## config.mk

```make
export PLATFORM = sky130hd
export DESIGN_NAME = pilot_scheme_trip_logic
export DESIGN_NICKNAME = d
export VERILOG_FILES = /design/src/pilot_pkg.sv /design/src/pilot_scheme_trip_logic.sv
export VERILOG_INCLUDE_DIRS = /design/src
export SDC_FILE = /design/constraint.sdc
export NUM_CORES = 1
export LEC_CHECK = 0
export BUFFER_PORTS_ARGS = -buffer_cell sky130_fd_sc_hd__buf_2
export CORE_MARGIN = 5
export CORE_UTILIZATION = 41
export CTS_CLUSTER_DIAMETER = 150
export CTS_CLUSTER_SIZE = 16
export DETAILED_ROUTE_END_ITERATION = 6
export PLACE_DENSITY_LB_ADDON = 0.25
export SLEW_MARGIN = 20
export SYNTH_ARGS = -nofsm -noshare
export SYNTH_HDL_FRONTEND = slang
export SYNTH_HIERARCHICAL = 1
export SYNTH_SLANG_ARGS = --single-unit
```

## constraint.sdc

```tcl
create_clock -name ref_clk -period 4.5 [get_ports ref_clk]
set_input_delay 0.45 -clock ref_clk [delete_from_list [all_inputs] [get_ports ref_clk]]
set_output_delay 0.45 -clock ref_clk [all_outputs]
set_load 0.01 [all_outputs]
```

## src/pilot_consts.svh

```systemverilog
// constants for the pilot scheme trip logic: offsets, fields, reset values, times
`ifndef PILOT_CONSTS_SVH
`define PILOT_CONSTS_SVH

`define CLK_PERIOD_NS 10
`define TICK_PERIOD_NS 1000000
`define TIMER_W 16

// times in ms; timers count 1 ms ticks
`define GND_PERSIST_MS 16'h0019
`define GND_EXTEND_MS 16'h001E
`define DIST_EXTEND_MS 16'h001E
`define DIST_EXTEND3_MS 16'h003C
`define ZERO_MS 16'h0000

`define ADDR_CTRL 8'h00
`define ADDR_RIDE 8'h04
`define ADDR_GUARD 8'h08
`define ADDR_STATUS 8'h0C

`define CTRL_RESET 32'h0000_0011
`define RIDE_RESET 32'h0000_0004
`define GUARD_RESET 32'h0002_0000

`define F_SCHEME 2:0
`define F_RCVR 5:4
`define F_TWO_BRK 8
`define F_PU 15:0
`define F_DO 31:16
`define RCVR_TWO 2'h2

`define RESP_OKAY 2'h0
`define RESP_DECERR 2'h3
`define PIN_W 10

`endif

```

## src/pilot_pkg.sv

```systemverilog
// types shared by the pilot scheme trip logic
package pilot_pkg;

    typedef enum logic [2:0] {
        SCH_OFF = 3'b000,
        SCH_OVER = 3'b001,
        SCH_UNDER = 3'b010,
        SCH_HYBRID = 3'b011,
        SCH_BLOCK1 = 3'b100,
        SCH_BLOCK2 = 3'b101,
        SCH_BLOCK3 = 3'b110
    } scheme_e;

    // outputs of the local measuring functions, same clock
    typedef struct packed {
        logic [5:0] zone1Trip;
        logic [5:0] overTrip;
        logic gndDirTrip;
        logic [5:0] distBlock;
        logic groundBlockOc;
        logic negSeqBlock;
        logic faultDetector;
        logic outOfStep;
    } meas_s;

    // contact converter pins, asynchronous
    typedef struct packed {
        logic rx1;
        logic rx2;
        logic [2:0] brk1Open;
        logic [2:0] brk2Open;
        logic txStop;
        logic pilotDisable;
    } pins_s;

endpackage : pilot_pkg

```

## src/pilot_scheme_trip_logic.sv

```systemverilog
// pilot scheme trip logic with pickup/dropout timers and AXI4-Lite registers
//
// Chosen here: register access over AXI4-Lite and the register addresses.
`timescale 1ns/100ps
`include "pilot_consts.svh"

module pilot_pd_timer (
    input wire logic ref_clk,
    input wire logic resetn,
    input wire logic tick,
    input wire logic inLevel,
    input wire logic [`TIMER_W-1:0] pickup,
    input wire logic [`TIMER_W-1:0] dropout,
    output logic outLevel
);
    logic [`TIMER_W-1:0] cnt_ff;
    logic out_ff;
    logic [`TIMER_W-1:0] limit;

    assign limit = inLevel ? pickup : dropout;
    assign outLevel = out_ff;

    // output follows input only after the delay in ticks
    always_ff @(posedge ref_clk or negedge resetn)
    begin
        if (!resetn)
        begin
            cnt_ff <= `ZERO_MS;
            out_ff <= 1'b0;
        end
        else if (inLevel == out_ff)
            cnt_ff <= `ZERO_MS;
        else if (cnt_ff >= limit)
        begin
            out_ff <= inLevel;
            cnt_ff <= `ZERO_MS;
        end
        else if (tick)
            cnt_ff <= cnt_ff + 16'h0001;
    end
endmodule : pilot_pd_timer

// Behaviour
// overreach scheme trip feeds guard timer, keys
// overreach comparer: trip, permission, no out-of-step
// every trip gated by fault detector
// pickup delay rides through spurious permissions
// guard plus ride-through stop reversal trips
// overreach three-terminal permission is AND
// open breaker keys transmitter continuously
// two breakers: AND of per-pole opens
// underreach zone 1 trips directly and keys
// underreach overreach trips only with permission
// underreach three-terminal receivers are ORed
// no open keying, underreach two receivers
// blocking overreach inhibits blocks, stops carrier
// blocking comparer then coordination pickup delay
// block keys carrier; received or local block inhibits
// ground carrier start chosen by variant
// ground block persisting 25 ms extends 30 ms
// distance block dropout extension
// trip functions suppress or reset blocking
// three-terminal blocking uses both receivers
// transmitter stop forces transmitter off
// pilot disable turns off pilot logic
// distance extension 30 ms, 60 ms hybrid three-terminal
// timers are tick pickup and dropout
module pilot_scheme_trip_logic #(
    parameter int unsigned TICK_CYCLES = `TICK_PERIOD_NS / `CLK_PERIOD_NS
) (
    input wire logic ref_clk,
    input wire logic resetn,
    input wire pilot_pkg::meas_s measIn,
    input wire pilot_pkg::pins_s pinIn,
    output logic tripOut,
    output logic txKey,
    output logic carrierStop,
    input wire logic awvalid,
    output logic awready,
    input wire logic [7:0] awaddr,
    input wire logic wvalid,
    output logic wready,
    input wire logic [31:0] wdata,
    input wire logic [3:0] wstrb,
    output logic bvalid,
    input wire logic bready,
    output logic [1:0] bresp,
    input wire logic arvalid,
    output logic arready,
    input wire logic [7:0] araddr,
    output logic rvalid,
    input wire logic rready,
    output logic [31:0] rdata,
    output logic [1:0] rresp
);
    function automatic logic isReg(input logic [7:0] addr, input logic [7:0] off);
        isReg = (addr[7:2] == off[7:2]);
    endfunction : isReg

    function automatic logic [31:0] mergeBytes(input logic [31:0] old, input logic [31:0] data,
                                               input logic [3:0] strb);
        logic [31:0] res;
        res = old;
        for (int i = 0; i < 4; i++)
            if (strb[i])
                res[i*8 +: 8] = data[i*8 +: 8];
        mergeBytes = res;
    endfunction : mergeBytes

    // pin synchroniser: rise taken once stages two and three agree high, fall as soon as they differ
    logic [`PIN_W-1:0] s1_ff, s2_ff, s3_ff, pinF_ff;
    pilot_pkg::pins_s pin;
    assign pin = pilot_pkg::pins_s'(pinF_ff);

    always_ff @(posedge ref_clk or negedge resetn)
    begin
        if (!resetn)
        begin
            s1_ff <= 10'h000;
            s2_ff <= 10'h000;
            s3_ff <= 10'h000;
            pinF_ff <= 10'h000;
        end
        else
        begin
            s1_ff <= pinIn;
            s2_ff <= s1_ff;
            s3_ff <= s2_ff;
            pinF_ff <= (s2_ff & s3_ff) | (pinF_ff & ~(s2_ff ^ s3_ff));
        end
    end

    // 1 ms tick
    logic [31:0] divCnt_ff;
    logic tick_ff;
    always_ff @(posedge ref_clk or negedge resetn)
    begin
        if (!resetn)
        begin
            divCnt_ff <= 32'h0000_0000;
            tick_ff <= 1'b0;
        end
        else if (divCnt_ff >= 32'(TICK_CYCLES - 1))
        begin
            divCnt_ff <= 32'h0000_0000;
            tick_ff <= 1'b1;
        end
        else
        begin
            divCnt_ff <= divCnt_ff + 32'h0000_0001;
            tick_ff <= 1'b0;
        end
    end

    // settings
    logic [31:0] ctrl_ff, ride_ff, guard_ff;
    pilot_pkg::scheme_e scheme;
    logic isOver, isUnder, isBlk, permissive, threeTerm, twoBrk, under3, dis;
    assign scheme = pilot_pkg::scheme_e'(ctrl_ff[`F_SCHEME]);
    assign isOver = (scheme == pilot_pkg::SCH_OVER) || (scheme == pilot_pkg::SCH_HYBRID);
    assign isUnder = (scheme == pilot_pkg::SCH_UNDER);
    assign isBlk = (scheme == pilot_pkg::SCH_BLOCK1) || (scheme == pilot_pkg::SCH_BLOCK2)
                   || (scheme == pilot_pkg::SCH_BLOCK3);
    assign permissive = isOver || isUnder;
    assign threeTerm = (ctrl_ff[`F_RCVR] == `RCVR_TWO);
    assign twoBrk = ctrl_ff[`F_TWO_BRK];
    assign under3 = isUnder && threeTerm;
    assign dis = pin.pilotDisable;

    // measuring-function combinations
    logic overAny, zone1Any, lineOpen;
    assign overAny = (|measIn.overTrip) | measIn.gndDirTrip;
    assign zone1Any = |measIn.zone1Trip;
    assign lineOpen = (&pin.brk1Open) & (~twoBrk | (&pin.brk2Open));

    // receiver combinations
    logic permitOver, permitUnder, rxBlock;
    assign permitOver = threeTerm ? (pin.rx1 & pin.rx2) : pin.rx1;
    assign permitUnder = threeTerm ? (pin.rx1 | pin.rx2) : pin.rx1;
    assign rxBlock = threeTerm ? (pin.rx1 | pin.rx2) : pin.rx1;

    // timers
    logic guardOut, rideOut, gndPersist, gndExt, distExt, rideIn;
    logic distBlkGate, gndBlkGate;
    logic [`TIMER_W-1:0] distDrop;
    assign distDrop = (scheme == pilot_pkg::SCH_HYBRID && threeTerm)
                      ? `DIST_EXTEND3_MS : `DIST_EXTEND_MS;

    pilot_pd_timer u_guard (
        .ref_clk(ref_clk), .resetn(resetn), .tick(tick_ff), .inLevel(overAny),
        .pickup(guard_ff[`F_PU]), .dropout(guard_ff[`F_DO]), .outLevel(guardOut));
    pilot_pd_timer u_ride (
        .ref_clk(ref_clk), .resetn(resetn), .tick(tick_ff), .inLevel(rideIn),
        .pickup(ride_ff[`F_PU]), .dropout(ride_ff[`F_DO]), .outLevel(rideOut));
    pilot_pd_timer u_gnd_persist (
        .ref_clk(ref_clk), .resetn(resetn), .tick(tick_ff), .inLevel(gndBlkGate),
        .pickup(`GND_PERSIST_MS), .dropout(`ZERO_MS), .outLevel(gndPersist));
    pilot_pd_timer u_gnd_extend (
        .ref_clk(ref_clk), .resetn(resetn), .tick(tick_ff), .inLevel(gndPersist),
        .pickup(`ZERO_MS), .dropout(`GND_EXTEND_MS), .outLevel(gndExt));
    pilot_pd_timer u_dist_extend (
        .ref_clk(ref_clk), .resetn(resetn), .tick(tick_ff), .inLevel(distBlkGate),
        .pickup(`ZERO_MS), .dropout(distDrop), .outLevel(distExt));

    // permissive comparer
    logic permComp;
    assign permComp = ~measIn.outOfStep
                      & (isOver ? (guardOut & permitOver) : (overAny & permitUnder));

    // blocking functions, suppressed or reset by trip functions
    logic blockLocal, blkComp, gndStart;
    assign distBlkGate = (|measIn.distBlock) & ~overAny;
    assign gndBlkGate = measIn.groundBlockOc & measIn.negSeqBlock & ~overAny;
    assign blockLocal = (distBlkGate | distExt | gndBlkGate | gndExt) & ~overAny;
    assign blkComp = overAny & ~rxBlock & ~blockLocal & ~measIn.outOfStep;
    assign gndStart = (scheme == pilot_pkg::SCH_BLOCK1) ? (measIn.groundBlockOc & measIn.negSeqBlock)
                    : (scheme == pilot_pkg::SCH_BLOCK2) ? measIn.faultDetector
                    : (scheme == pilot_pkg::SCH_BLOCK3) ? measIn.groundBlockOc : 1'b0;

    assign rideIn = isBlk ? blkComp : (permissive & permComp);

    // outputs
    logic tripSig, permKey, carStart, nxt_trip, nxt_key, nxt_stop;
    logic tripOut_ff, txKey_ff, carrierStop_ff;
    assign tripSig = rideOut | (isUnder & zone1Any);
    assign nxt_trip = tripSig & measIn.faultDetector & ~dis & (permissive | isBlk);
    assign permKey = overAny | (isUnder & zone1Any) | (lineOpen & ~under3);
    assign carStart = blockLocal | (gndStart & ~overAny);
    assign nxt_key = ~pin.txStop & ~dis
                     & ((permissive & permKey) | (isBlk & carStart));
    assign nxt_stop = isBlk & (overAny | pin.txStop | dis);

    always_ff @(posedge ref_clk or negedge resetn)
    begin
        if (!resetn)
        begin
            tripOut_ff <= 1'b0;
            txKey_ff <= 1'b0;
            carrierStop_ff <= 1'b0;
        end
        else
        begin
            tripOut_ff <= nxt_trip;
            txKey_ff <= nxt_key;
            carrierStop_ff <= nxt_stop;
        end
    end
    assign tripOut = tripOut_ff;
    assign txKey = txKey_ff;
    assign carrierStop = carrierStop_ff;

    // AXI4-Lite slave
    logic awready_ff, wready_ff, awGot_ff, wGot_ff, bvalid_ff, arready_ff, rvalid_ff;
    logic [7:0] awAddr_ff;
    logic [31:0] wData_ff, rdata_ff;
    logic [3:0] wStrb_ff;
    logic [1:0] bresp_ff, rresp_ff;
    logic doWrite, wrMapped, rdMapped;
    logic [31:0] status, rdNext;

    assign doWrite = awGot_ff & wGot_ff;
    assign wrMapped = isReg(awAddr_ff, `ADDR_CTRL) | isReg(awAddr_ff, `ADDR_RIDE)
                      | isReg(awAddr_ff, `ADDR_GUARD) | isReg(awAddr_ff, `ADDR_STATUS);
    assign rdMapped = isReg(araddr, `ADDR_CTRL) | isReg(araddr, `ADDR_RIDE)
                      | isReg(araddr, `ADDR_GUARD) | isReg(araddr, `ADDR_STATUS);
    assign status = {9'h000, pinF_ff, 6'h00, rideOut, blockLocal, blkComp, permComp,
                     tripOut_ff, txKey_ff, carrierStop_ff};
    assign rdNext = isReg(araddr, `ADDR_CTRL) ? ctrl_ff
                  : isReg(araddr, `ADDR_RIDE) ? ride_ff
                  : isReg(araddr, `ADDR_GUARD) ? guard_ff
                  : isReg(araddr, `ADDR_STATUS) ? status : 32'h0000_0000;

    always_ff @(posedge ref_clk or negedge resetn)
    begin
        if (!resetn)
        begin
            awready_ff <= 1'b1;
            wready_ff <= 1'b1;
            awGot_ff <= 1'b0;
            wGot_ff <= 1'b0;
            awAddr_ff <= 8'h00;
            wData_ff <= 32'h0000_0000;
            wStrb_ff <= 4'h0;
            bvalid_ff <= 1'b0;
            bresp_ff <= `RESP_OKAY;
        end
        else
        begin
            if (awvalid && awready_ff)
            begin
                awready_ff <= 1'b0;
                awGot_ff <= 1'b1;
                awAddr_ff <= awaddr;
            end
            if (wvalid && wready_ff)
            begin
                wready_ff <= 1'b0;
                wGot_ff <= 1'b1;
                wData_ff <= wdata;
                wStrb_ff <= wstrb;
            end
            if (doWrite)
            begin
                awGot_ff <= 1'b0;
                wGot_ff <= 1'b0;
                bvalid_ff <= 1'b1;
                bresp_ff <= wrMapped ? `RESP_OKAY : `RESP_DECERR;
            end
            if (bvalid_ff && bready)
            begin
                bvalid_ff <= 1'b0;
                awready_ff <= 1'b1;
                wready_ff <= 1'b1;
            end
        end
    end

    always_ff @(posedge ref_clk or negedge resetn)
    begin
        if (!resetn)
        begin
            ctrl_ff <= `CTRL_RESET;
            ride_ff <= `RIDE_RESET;
            guard_ff <= `GUARD_RESET;
        end
        else if (doWrite)
        begin
            if (isReg(awAddr_ff, `ADDR_CTRL))
                ctrl_ff <= mergeBytes(ctrl_ff, wData_ff, wStrb_ff);
            if (isReg(awAddr_ff, `ADDR_RIDE))
                ride_ff <= mergeBytes(ride_ff, wData_ff, wStrb_ff);
            if (isReg(awAddr_ff, `ADDR_GUARD))
                guard_ff <= mergeBytes(guard_ff, wData_ff, wStrb_ff);
        end
    end

    always_ff @(posedge ref_clk or negedge resetn)
    begin
        if (!resetn)
        begin
            arready_ff <= 1'b1;
            rvalid_ff <= 1'b0;
            rdata_ff <= 32'h0000_0000;
            rresp_ff <= `RESP_OKAY;
        end
        else if (arvalid && arready_ff)
        begin
            arready_ff <= 1'b0;
            rvalid_ff <= 1'b1;
            rdata_ff <= rdNext;
            rresp_ff <= rdMapped ? `RESP_OKAY : `RESP_DECERR;
        end
        else if (rvalid_ff && rready)
        begin
            rvalid_ff <= 1'b0;
            arready_ff <= 1'b1;
        end
    end

    assign awready = awready_ff;
    assign wready = wready_ff;
    assign bvalid = bvalid_ff;
    assign bresp = bresp_ff;
    assign arready = arready_ff;
    assign rvalid = rvalid_ff;
    assign rdata = rdata_ff;
    assign rresp = rresp_ff;
endmodule : pilot_scheme_trip_logic

```

==> impl_metrics.prom, run 1 <==
# TYPE chip_impl_metric gauge
chip_impl_metric{name="worst_ep_arrival_time",unit="ns"} 4.36
chip_impl_metric{name="synthesis.yosys.warnings",unit=""} 6
chip_impl_info{name="timing.hold.worst.class",value="in2async"} 1
chip_impl_metric{name="totalWireLength",unit="microns"} 38500
chip_impl_metric{name="yosysSeqAreaShare",unit="%"} 49.9
chip_impl_metric{name="layout_cell_share_with_drive_strength_beyond_1",unit="%"} 23.7
chip_impl_metric{name="max_clock_freq",unit="MHz"} 256
chip_impl_metric{name="final.setup_skew",unit="ns"} 0.0227
chip_impl_metric{name="number_of_distinct_library_cell_variants_in_the_gate_level_netlist_after_synthesis",unit=""} 66
chip_impl_metric{name="core.rowCount",unit=""} 74
chip_impl_metric{name="die-area",unit="sq mm"} 0.0458
chip_impl_info{name="netlist_top_cells_area",value="sky130_fd_sc_hd__dfrtp_1 49%, sky130_fd_sc_hd__mux2_2 9.7%, sky130_fd_sc_hd__ha_1 7.0%"} 1
chip_impl_info{name="regToRegStartpoint",value="ctrl_ff[1]$_DFFE_PN0P_"} 1
chip_impl_metric{name="num-fill-cells",unit=""} 3752
chip_impl_metric{name="hold_viol",unit=""} 0
chip_impl_metric{name="setup-tns-final",unit="ns"} 0
chip_impl_metric{name="drt_iter0_markers",unit=""} 641
chip_impl_metric{name="hpwl",unit="microns"} 28000
chip_impl_metric{name="timing.critical_path.buf_inv",unit=""} 1
chip_impl_metric{name="mean_number_of_vias_per_cell",unit=""} 5.14
chip_impl_metric{name="router_iterations_before_antenna_repair",unit=""} 4
chip_impl_metric{name="design.portCount",unit=""} 136
chip_impl_metric{name="synthDominantCellAreaShare",unit="%"} 48.8
chip_impl_metric{name="slew_headroom",unit="%"} 23.9
chip_impl_metric{name="floorplan.die.width",unit="microns"} 214
chip_impl_metric{name="postSynth.asyncResetShare",unit="%"} 100
chip_impl_metric{name="worst_slew_pin_slew",unit="ns"} 1.13
chip_impl_metric{name="cts_setup_buffers",unit=""} 0
chip_impl_metric{name="wl_per_cell",unit="microns"} 17.4
chip_impl_metric{name="drtAntennaViolNets",unit=""} 0
chip_impl_metric{name="worstPathMaxFanout",unit=""} 17
chip_impl_metric{name="power-per-cell-area",unit="mW/mm^2"} 347
chip_impl_metric{name="layout-area-overhead-vs-synth",unit="%"} 13.8
chip_impl_metric{name="peakVddDrop",unit="V"} 0.000309
chip_impl_metric{name="cts.reportedPaths.clkPinSlew",unit="ns"} 0.08
chip_impl_metric{name="postSynthCellCount",unit=""} 1425
chip_impl_info{name="synth_top_cell_by_area",value="sky130_fd_sc_hd__dfrtp_1"} 1
chip_impl_metric{name="htree_levels",unit=""} 1
chip_impl_metric{name="cts_resized",unit=""} 0
chip_impl_info{name="postSynth.topFlopCell",value="sky130_fd_sc_hd__dfrtp_1"} 1
chip_impl_metric{name="drc_errors",unit=""} 0
chip_impl_metric{name="cts.path.max_buffers",unit=""} 3
chip_impl_info{name="cp_cell_sequence",value="nor3b_1 > o21a_1 > o21ai_0 > a21oi_2 > buf_4 > mux2_2 > ha_1 > nand2b_4 > a2111o_1 > a31oi_1 > nand4_2 > nor2_1"} 1
chip_impl_metric{name="r2r_cells",unit=""} 12
chip_impl_info{name="critical-path-slowest-cell",value="sky130_fd_sc_hd__dfrtp_1"} 1
chip_impl_metric{name="fp.dieH",unit="microns"} 214
chip_impl_metric{name="fin_nets",unit=""} 1846
chip_impl_metric{name="synth_edf_count",unit=""} 0
chip_impl_metric{name="grt_first_pass_wirelength",unit="microns"} 63500
chip_impl_metric{name="routed-via-count",unit=""} 11400
chip_impl_metric{name="slowest_delay",unit="ns"} 0.51
chip_impl_metric{name="max_cap_violations",unit=""} 0
chip_impl_metric{name="postSynthAreaPerCell",unit="sq um"} 12.0
chip_impl_info{name="outcome",value="complete, no violations"} 1
chip_impl_metric{name="finish.instance_area",unit="sq mm"} 0.0194
chip_impl_info{name="grt_setup_unrepaired",value="no"} 1
chip_impl_metric{name="placement.cell_area",unit="sq mm"} 0.0186
chip_impl_metric{name="core_area",unit="sq mm"} 0.0410
chip_impl_metric{name="synth_register_bits",unit=""} 340
chip_impl_metric{name="final_critical_path_share_of_the_clock_period",unit="%"} 86.8
chip_impl_metric{name="antenna-diode-count",unit=""} 0
chip_impl_metric{name="post_synth_instance_area",unit="sq mm"} 0.0171
chip_impl_info{name="critical_path.endpoint_type",value="flip-flop"} 1
chip_impl_metric{name="slew_viol_final",unit=""} 0
chip_impl_metric{name="critical_path_required_time",unit="ns"} 4.95
chip_impl_info{name="cts_tree",value="yes"} 1
chip_impl_metric{name="grtUsageTotal",unit="%"} 16.7
chip_impl_metric{name="gp_routability_congestion",unit=""} 0.810
chip_impl_metric{name="report.power.total",unit="uW"} 6730
chip_impl_metric{name="cts_inserted_buffers",unit=""} 25
chip_impl_metric{name="rrSetupSlack",unit="ns"} 0.60
chip_impl_info{name="cts.root.buffer_cell",value="sky130_fd_sc_hd__clkbuf_16"} 1
chip_impl_metric{name="globalRouteOverflowTotal",unit=""} 0
chip_impl_metric{name="grt_antenna_before_repair",unit=""} 1
chip_impl_metric{name="count_of_buffers_inserted_at_the_top_level_ports",unit=""} 131
chip_impl_metric{name="start_util",unit="%"} 41.6
chip_impl_info{name="crit_path_start_kind",value="flip-flop"} 1
chip_impl_metric{name="final-setup-viol-count",unit=""} 0
chip_impl_metric{name="timing.final.crit_period",unit="ns"} 3.90
chip_impl_metric{name="cts_sinks",unit=""} 340
chip_impl_metric{name="first_global_vias",unit=""} 11600
chip_impl_info{name="worst_r2r_endpoint",value="u_ride/cnt_ff[6]$_DFFE_PN0P_"} 1
chip_impl_metric{name="p_leak",unit="uW"} 0.00908
chip_impl_info{name="criticalPathCategory",value="reg2reg"} 1
chip_impl_info{name="worst_path_dominant_cell_family",value="simple AND/OR/NAND/NOR gates"} 1
chip_impl_metric{name="grt_start_max_net_pins",unit=""} 129
chip_impl_metric{name="clk_latency",unit="ns"} 0.55
[worst reg2reg max path, delay by kind of cell (launching register included)]
family                   cells  cell delay [ns]
AO/OA/AOI/OAI                5             1.14
adder cells (fa/ha/maj)      1             0.27
buffers and inverters        1             0.33
flip-flops                   1             0.51
multiplexers                 1             0.38
AND/OR/NAND/NOR              4             1.18
[cells in the final DEF, fill, tap and decap left out, drive strengths merged, types with 3 or more instances in the layout]
cell,netlist,final
dfrtp,333,333
mux2,149,149
buf,31,145
nor2,144,144
conb,2,109
mux2i,100,100
ha,96,96
nand2,77,77
xor2,66,66
nand4,47,47
a21oi,47,47
clkbuf,21,44
nand3,42,42
o21ai,37,37
inv,34,35
xnor2,28,28
nor3,15,15
mux4,15,15
a22o,14,14
and3,13,13
nor4,12,12
and4,9,9
a21o,9,9
nand2b,9,9
a211oi,8,8
nor2b,8,8
a31oi,7,7
dfstp,7,7
dlygate4sd3,0,6
a2111o,5,5
o21bai,4,4
o21a,3,3
o211ai,3,3
nor3b,3,3
[cells by family (layout without fill, tap and decap cells)]
kind of cell               Yosys count  count (layout)  share of synthesized area, %
and+or+nand+nor                    393             393                          12.3
DFF                                340             340                          49.9
muxes                              264             264                          17.7
AOI/OAI and AO/OA                  150             150                          5.68
adders and majority gates           96              96                          7.04
xor gates and xnor gates            94              94                          4.82
buffers and inverters               86             231                          2.55
other                                2             109                        0.0440
[worst max path at each step]
stage                                 startpoint                       endpoint  slack, ns  depth (start not counted)
final                     ctrl_ff[1]$_DFFE_PN0P_   u_ride/cnt_ff[6]$_DFFE_PN0P_       0.60                         12
after global routing      ctrl_ff[1]$_DFFE_PN0P_   u_ride/cnt_ff[2]$_DFFE_PN0P_       0.29                         12
after CTS                 ctrl_ff[1]$_DFFE_PN0P_   u_ride/cnt_ff[5]$_DFFE_PN0P_       0.62                         12
after detailed placement              measIn[12]  u_ride/cnt_ff[10]$_DFFE_PN0P_       0.55                         13
after global placement                measIn[12]  u_ride/cnt_ff[12]$_DFFE_PN0P_       0.63                         13
after floorplan           ctrl_ff[0]$_DFFE_PN1P_   u_ride/cnt_ff[1]$_DFFE_PN0P_       0.94                         13
[final cells by class]
cell class	instances	area [sq um]	area share [%]
timing repair buffer	151	856	4.41
tap	532	666	3.43
multi-input combinational	1106	8540	43.9
clock inverter	2	25.0	0.129
clock buffer	44	697	3.59
sequential	340	8520	43.8
inverter	34	128	0.657
[report_power, final]
group	switching [uW]	internal (uW)	leakage [uW]
registers	355	3390	0.00450
clock network	1070	1060	0.000342
logic	399	461	0.00424
[synth_stat cells, types with 5 or more instances]
cell                       number
sky130_fd_sc_hd__mux2i_1      100
sky130_fd_sc_hd__nand3_1       38
sky130_fd_sc_hd__xor2_1        66
sky130_fd_sc_hd__nor3_1        15
sky130_fd_sc_hd__and3_1        13
sky130_fd_sc_hd__mux4_2        15
sky130_fd_sc_hd__nand2b_4       5
sky130_fd_sc_hd__a31oi_1        7
sky130_fd_sc_hd__a22o_1        14
sky130_fd_sc_hd__a21o_1         9
sky130_fd_sc_hd__nand2_1       77
sky130_fd_sc_hd__and4_1         9
sky130_fd_sc_hd__nor4_1        10
sky130_fd_sc_hd__nor2_1       116
sky130_fd_sc_hd__buf_2         16
sky130_fd_sc_hd__dfrtp_1      333
sky130_fd_sc_hd__nand4_1       45
sky130_fd_sc_hd__inv_1         34
sky130_fd_sc_hd__a21oi_1       47
sky130_fd_sc_hd__a211oi_1       8
sky130_fd_sc_hd__xnor2_1       28
sky130_fd_sc_hd__ha_1          96
sky130_fd_sc_hd__a2111o_1       5
sky130_fd_sc_hd__nor2b_1        6
sky130_fd_sc_hd__nor2_4         5
sky130_fd_sc_hd__mux2_2       147
sky130_fd_sc_hd__buf_6         11
sky130_fd_sc_hd__clkbuf_1      19
sky130_fd_sc_hd__nor2_2        23
sky130_fd_sc_hd__o21ai_0       37
sky130_fd_sc_hd__dfstp_2        7
[layer usage]
layer,global-route usage (%),vias to the layer above,routed length [microns],share of wire (%)
li1,-,5446,-,-
met1,24.0,5651,17900,47
met2,27.4,209,18200,47
met3,2.26,48,1610,4.2
met4,3.16,0,746,1.9
met5,0,-,0,0
[through the flow]
stage,std cells,util [%],hold slack [ns],setup WS [ns]
floorplan,1532,-,0.154,0.944
CTS,2207,47.3,0.000368,0.615
global placement,2157,45.4,0.333,0.628
finish,2209,47.4,0.0197,0.596
global route,2209,47.4,0.000141,0.287
detailed placement,2157,45.4,0.336,0.552
[state kept, by name, summed over array words and instances, names as in the netlist, 4 cells and up]
name,flops
s3_ff,10
s2_ff,10
ctrl_ff,32
u_gnd_persist/cnt_ff,16
u_gnd_extend/cnt_ff,16
u_guard/cnt_ff,16
ride_ff,32
pin,10
s1_ff,10
wStrb_ff,4
rdata,32
wData_ff,32
awAddr_ff,6
u_ride/cnt_ff,16
divCnt_ff,32
u_dist_extend/cnt_ff,16
guard_ff,32
[repair_timing]
item / 4_1_cts / 5_1_grt
hold buffers: 4 / 2
hold endpoints to repair: 4 / 2
setup endpoints to repair: 0 / 0
(Power assumes the default switching activity.)
==> run 2: changes to the inputs <==
--- a/config.mk
+++ b/config.mk
@@ -7,12 +7,14 @@
 export NUM_CORES = 1
 export LEC_CHECK = 0
 export BUFFER_PORTS_ARGS = -buffer_cell sky130_fd_sc_hd__buf_2
+export CORE_ASPECT_RATIO = 0.9
 export CORE_MARGIN = 5
-export CORE_UTILIZATION = 41
+export CORE_UTILIZATION = 55
 export CTS_CLUSTER_DIAMETER = 150
 export CTS_CLUSTER_SIZE = 16
 export DETAILED_ROUTE_END_ITERATION = 6
 export PLACE_DENSITY_LB_ADDON = 0.25
+export RECOVER_POWER = 25
 export SLEW_MARGIN = 20
 export SYNTH_ARGS = -nofsm -noshare
 export SYNTH_HDL_FRONTEND = slang
==> run 2 against run 1 <==
Effect of this change:
- the run now ends with max-capacitance violations, max-slew violations left
- worst hold slack improved by 0.00074 ns
- critical path type unchanged
- sequential share of layout area rose by 0.28 points
- clock skew fell by 0.0014 ns
- largest power group unchanged
==> impl_metrics.prom, run 2 (synthesized netlist as in run 1, its figures left out) <==
# TYPE chip_impl_metric gauge
chip_impl_metric{name="max_clock_freq",unit="MHz"} 251
chip_impl_metric{name="wl_per_cell",unit="microns"} 17.9
chip_impl_metric{name="layout.core_utilization",unit="%"} 62.8
chip_impl_metric{name="worst_ep_arrival_time",unit="ns"} 4.45
chip_impl_metric{name="start_util",unit="%"} 55.5
chip_impl_info{name="crit_path_start_kind",value="flip-flop"} 1
chip_impl_metric{name="globalRouteOverflowTotal",unit=""} 0
chip_impl_metric{name="cts_sinks",unit=""} 340
chip_impl_metric{name="grt_start_max_net_pins",unit=""} 134
chip_impl_metric{name="mean_number_of_vias_per_cell",unit=""} 5.48
chip_impl_info{name="cp-startpoint",value="ctrl_ff[2]$_DFFE_PN0P_"} 1
chip_impl_info{name="cts.root.buffer_cell",value="sky130_fd_sc_hd__clkbuf_16"} 1
chip_impl_metric{name="slew_headroom",unit="%"} -109
chip_impl_metric{name="worst_slew_pin_slew",unit="ns"} 3.13
chip_impl_metric{name="final_critical_path_share_of_the_clock_period",unit="%"} 88.6
chip_impl_info{name="criticalPathCategory",value="reg2reg"} 1
chip_impl_info{name="layout_common_cells",value="333 x sky130_fd_sc_hd__dfrtp_1, 147 x sky130_fd_sc_hd__mux2_2, 130 x sky130_fd_sc_hd__buf_2, 115 x sky130_fd_sc_hd__nor2_1, 109 x sky130_fd_sc_hd__conb_1"} 1
chip_impl_metric{name="grt_antenna_before_repair",unit=""} 0
chip_impl_info{name="hold_start",value="pinIn[7]"} 1
chip_impl_metric{name="setup-tns-final",unit="ns"} 0
chip_impl_metric{name="antenna-diode-count",unit=""} 0
chip_impl_info{name="layout_commonest_cell",value="sky130_fd_sc_hd__dfrtp_1"} 1
chip_impl_metric{name="hold_viol",unit=""} 0
chip_impl_metric{name="fp.dieH",unit="microns"} 177
chip_impl_metric{name="worstPathMaxFanout",unit=""} 16
chip_impl_info{name="critical_path.endpoint_type",value="flip-flop"} 1
chip_impl_metric{name="timing.final.crit_period",unit="ns"} 3.99
chip_impl_metric{name="totalWireLength",unit="microns"} 37400
chip_impl_metric{name="dpl_worst_slack",unit="ns"} 0.383
chip_impl_metric{name="layout-area-overhead-vs-synth",unit="%"} 13.1
chip_impl_metric{name="drc_errors",unit=""} 0
chip_impl_metric{name="slowest_delay",unit="ns"} 0.56
chip_impl_info{name="regToRegStartpoint",value="ctrl_ff[2]$_DFFE_PN0P_"} 1
chip_impl_metric{name="die-area",unit="sq mm"} 0.0347
chip_impl_metric{name="router_iterations_before_antenna_repair",unit=""} 5
chip_impl_info{name="critical-path-slowest-cell",value="sky130_fd_sc_hd__a21oi_4"} 1
chip_impl_metric{name="final-setup-viol-count",unit=""} 0
chip_impl_metric{name="drtAntennaViolNets",unit=""} 0
chip_impl_metric{name="hpwl",unit="microns"} 26900
chip_impl_metric{name="power-per-cell-area",unit="mW/mm^2"} 348
chip_impl_metric{name="final.setup_skew",unit="ns"} 0.0213
chip_impl_metric{name="cts.path.max_buffers",unit=""} 3
chip_impl_metric{name="core.rowCount",unit=""} 61
chip_impl_metric{name="peakVddDrop",unit="V"} 0.000410
chip_impl_info{name="timing.hold.worst.class",value="in2reg"} 1
chip_impl_metric{name="routed-via-count",unit=""} 11500
chip_impl_metric{name="max_cap_violations",unit=""} 2
chip_impl_metric{name="critical_path_required_time",unit="ns"} 4.96
chip_impl_metric{name="grt_first_pass_wirelength",unit="microns"} 62000
chip_impl_metric{name="slew_viol_final",unit=""} 91
chip_impl_metric{name="first_global_vias",unit=""} 11900
chip_impl_info{name="violations",value="max-capacitance violations, max-slew violations"} 1
chip_impl_metric{name="worst_slack",unit="ns"} 0.512
chip_impl_metric{name="grtUsageTotal",unit="%"} 21.8
chip_impl_info{name="grt_setup_unrepaired",value="no"} 1
chip_impl_metric{name="htree_levels",unit=""} 1
chip_impl_metric{name="floorplan.die.width",unit="microns"} 196
chip_impl_metric{name="drt_iter0_markers",unit=""} 611
chip_impl_metric{name="design.portCount",unit=""} 136
chip_impl_info{name="cp_cell_sequence",value="nor3b_1 > o21a_1 > o21ai_0 > a21oi_4 > mux2_2 > ha_1 > nand2b_4 > a2111o_1 > a31oi_1 > nand4_2 > nor2_1"} 1
chip_impl_info{name="cts_tree",value="yes"} 1
chip_impl_metric{name="clk_latency",unit="ns"} 0.55
chip_impl_metric{name="fin_nets",unit=""} 1849
chip_impl_metric{name="count_of_buffers_inserted_at_the_top_level_ports",unit=""} 131
chip_impl_metric{name="num-fill-cells",unit=""} 2424
chip_impl_metric{name="gp_routability_congestion",unit=""} 0.854
chip_impl_metric{name="layout_cell_share_with_drive_strength_beyond_1",unit="%"} 23.3
chip_impl_metric{name="p_leak",unit="uW"} 0.00909
chip_impl_metric{name="core_area",unit="sq mm"} 0.0308
chip_impl_metric{name="cts.reportedPaths.clkPinSlew",unit="ns"} 0.07
chip_impl_metric{name="cts_inserted_buffers",unit=""} 25
chip_impl_info{name="outcome",value="complete, but fails checks"} 1
-- run 2: power by group --
part	internal, uW	switching [uW]
logic	463	409
registers	3390	343
clock network	1060	1060
-- run 2: final cells by class --
cell class	count	area [sq um]	share of cell area, %
flip-flops and latches	340	8520	44.1
well taps	409	512	2.65
multi-input cells	1106	8530	44.2
inverters	34	128	0.661
repair buffers	154	898	4.65
clock buffers	44	697	3.61
clock inverters	2	25.0	0.130
-- run 2: metrics by stage --
step | area, sq um | power, uW | cells | hold WS [ns]
floorplan | 17500 | 4270 | 1532 | 0.154
global placement | 18500 | 4610 | 2035 | 0.334
detailed placement | 18500 | 4670 | 2035 | 0.336
CTS | 19300 | 6790 | 2086 | 0.00106
global route | 19300 | 7030 | 2089 | 0.00866
finish | 19300 | 6730 | 2089 | 0.0204
-- run 2: worst max-delay path: cells and delay by family, from the launching register on --
family	cells	cell delay, ns
AO/OA/AOI/OAI	5	1.56
adder cells (fa/ha/maj)	1	0.27
flip-flops	1	0.48
multiplexers	1	0.41
AND/OR/NAND/NOR	4	1.19
-- run 2: what timing repair did --
item / 4_1_cts / 5_1_grt
endpoints found under the hold margin: 5 / 54
gates resized for setup: 0 / 1
buffers inserted: 0 / 0
endpoints found under the setup margin: 0 / 16
hold buffers: 5 / 2
-- run 2: path summary, 6_finish.rpt --
path,end,slack (ns),cells past startpoint
max,u_ride/cnt_ff[12]$_DFFE_PN0P_,0.51,11
max reg2reg,u_ride/cnt_ff[12]$_DFFE_PN0P_,0.51,11
max in group asynchronous,awready$_DFFE_PN1P_,1.10,4
min reg2reg,s2_ff[4]$_DFF_PN0_,0.35,0
min,s1_ff[7]$_DFF_PN0_,0.02,1
min in group asynchronous,u_gnd_extend/cnt_ff[11]$_DFFE_PN0P_,1.48,2
-- run 2: metal layers --
metal / global-route usage [%] / vias to the layer above / share of wire, %
li1: - / 5463 / -
met1: 31.2 / 5697 / 46
met2: 35.9 / 244 / 47
met3: 3.01 / 49 / 5.0
met4: 4.77 / 0 / 1.9
met5: 0 / - / 0
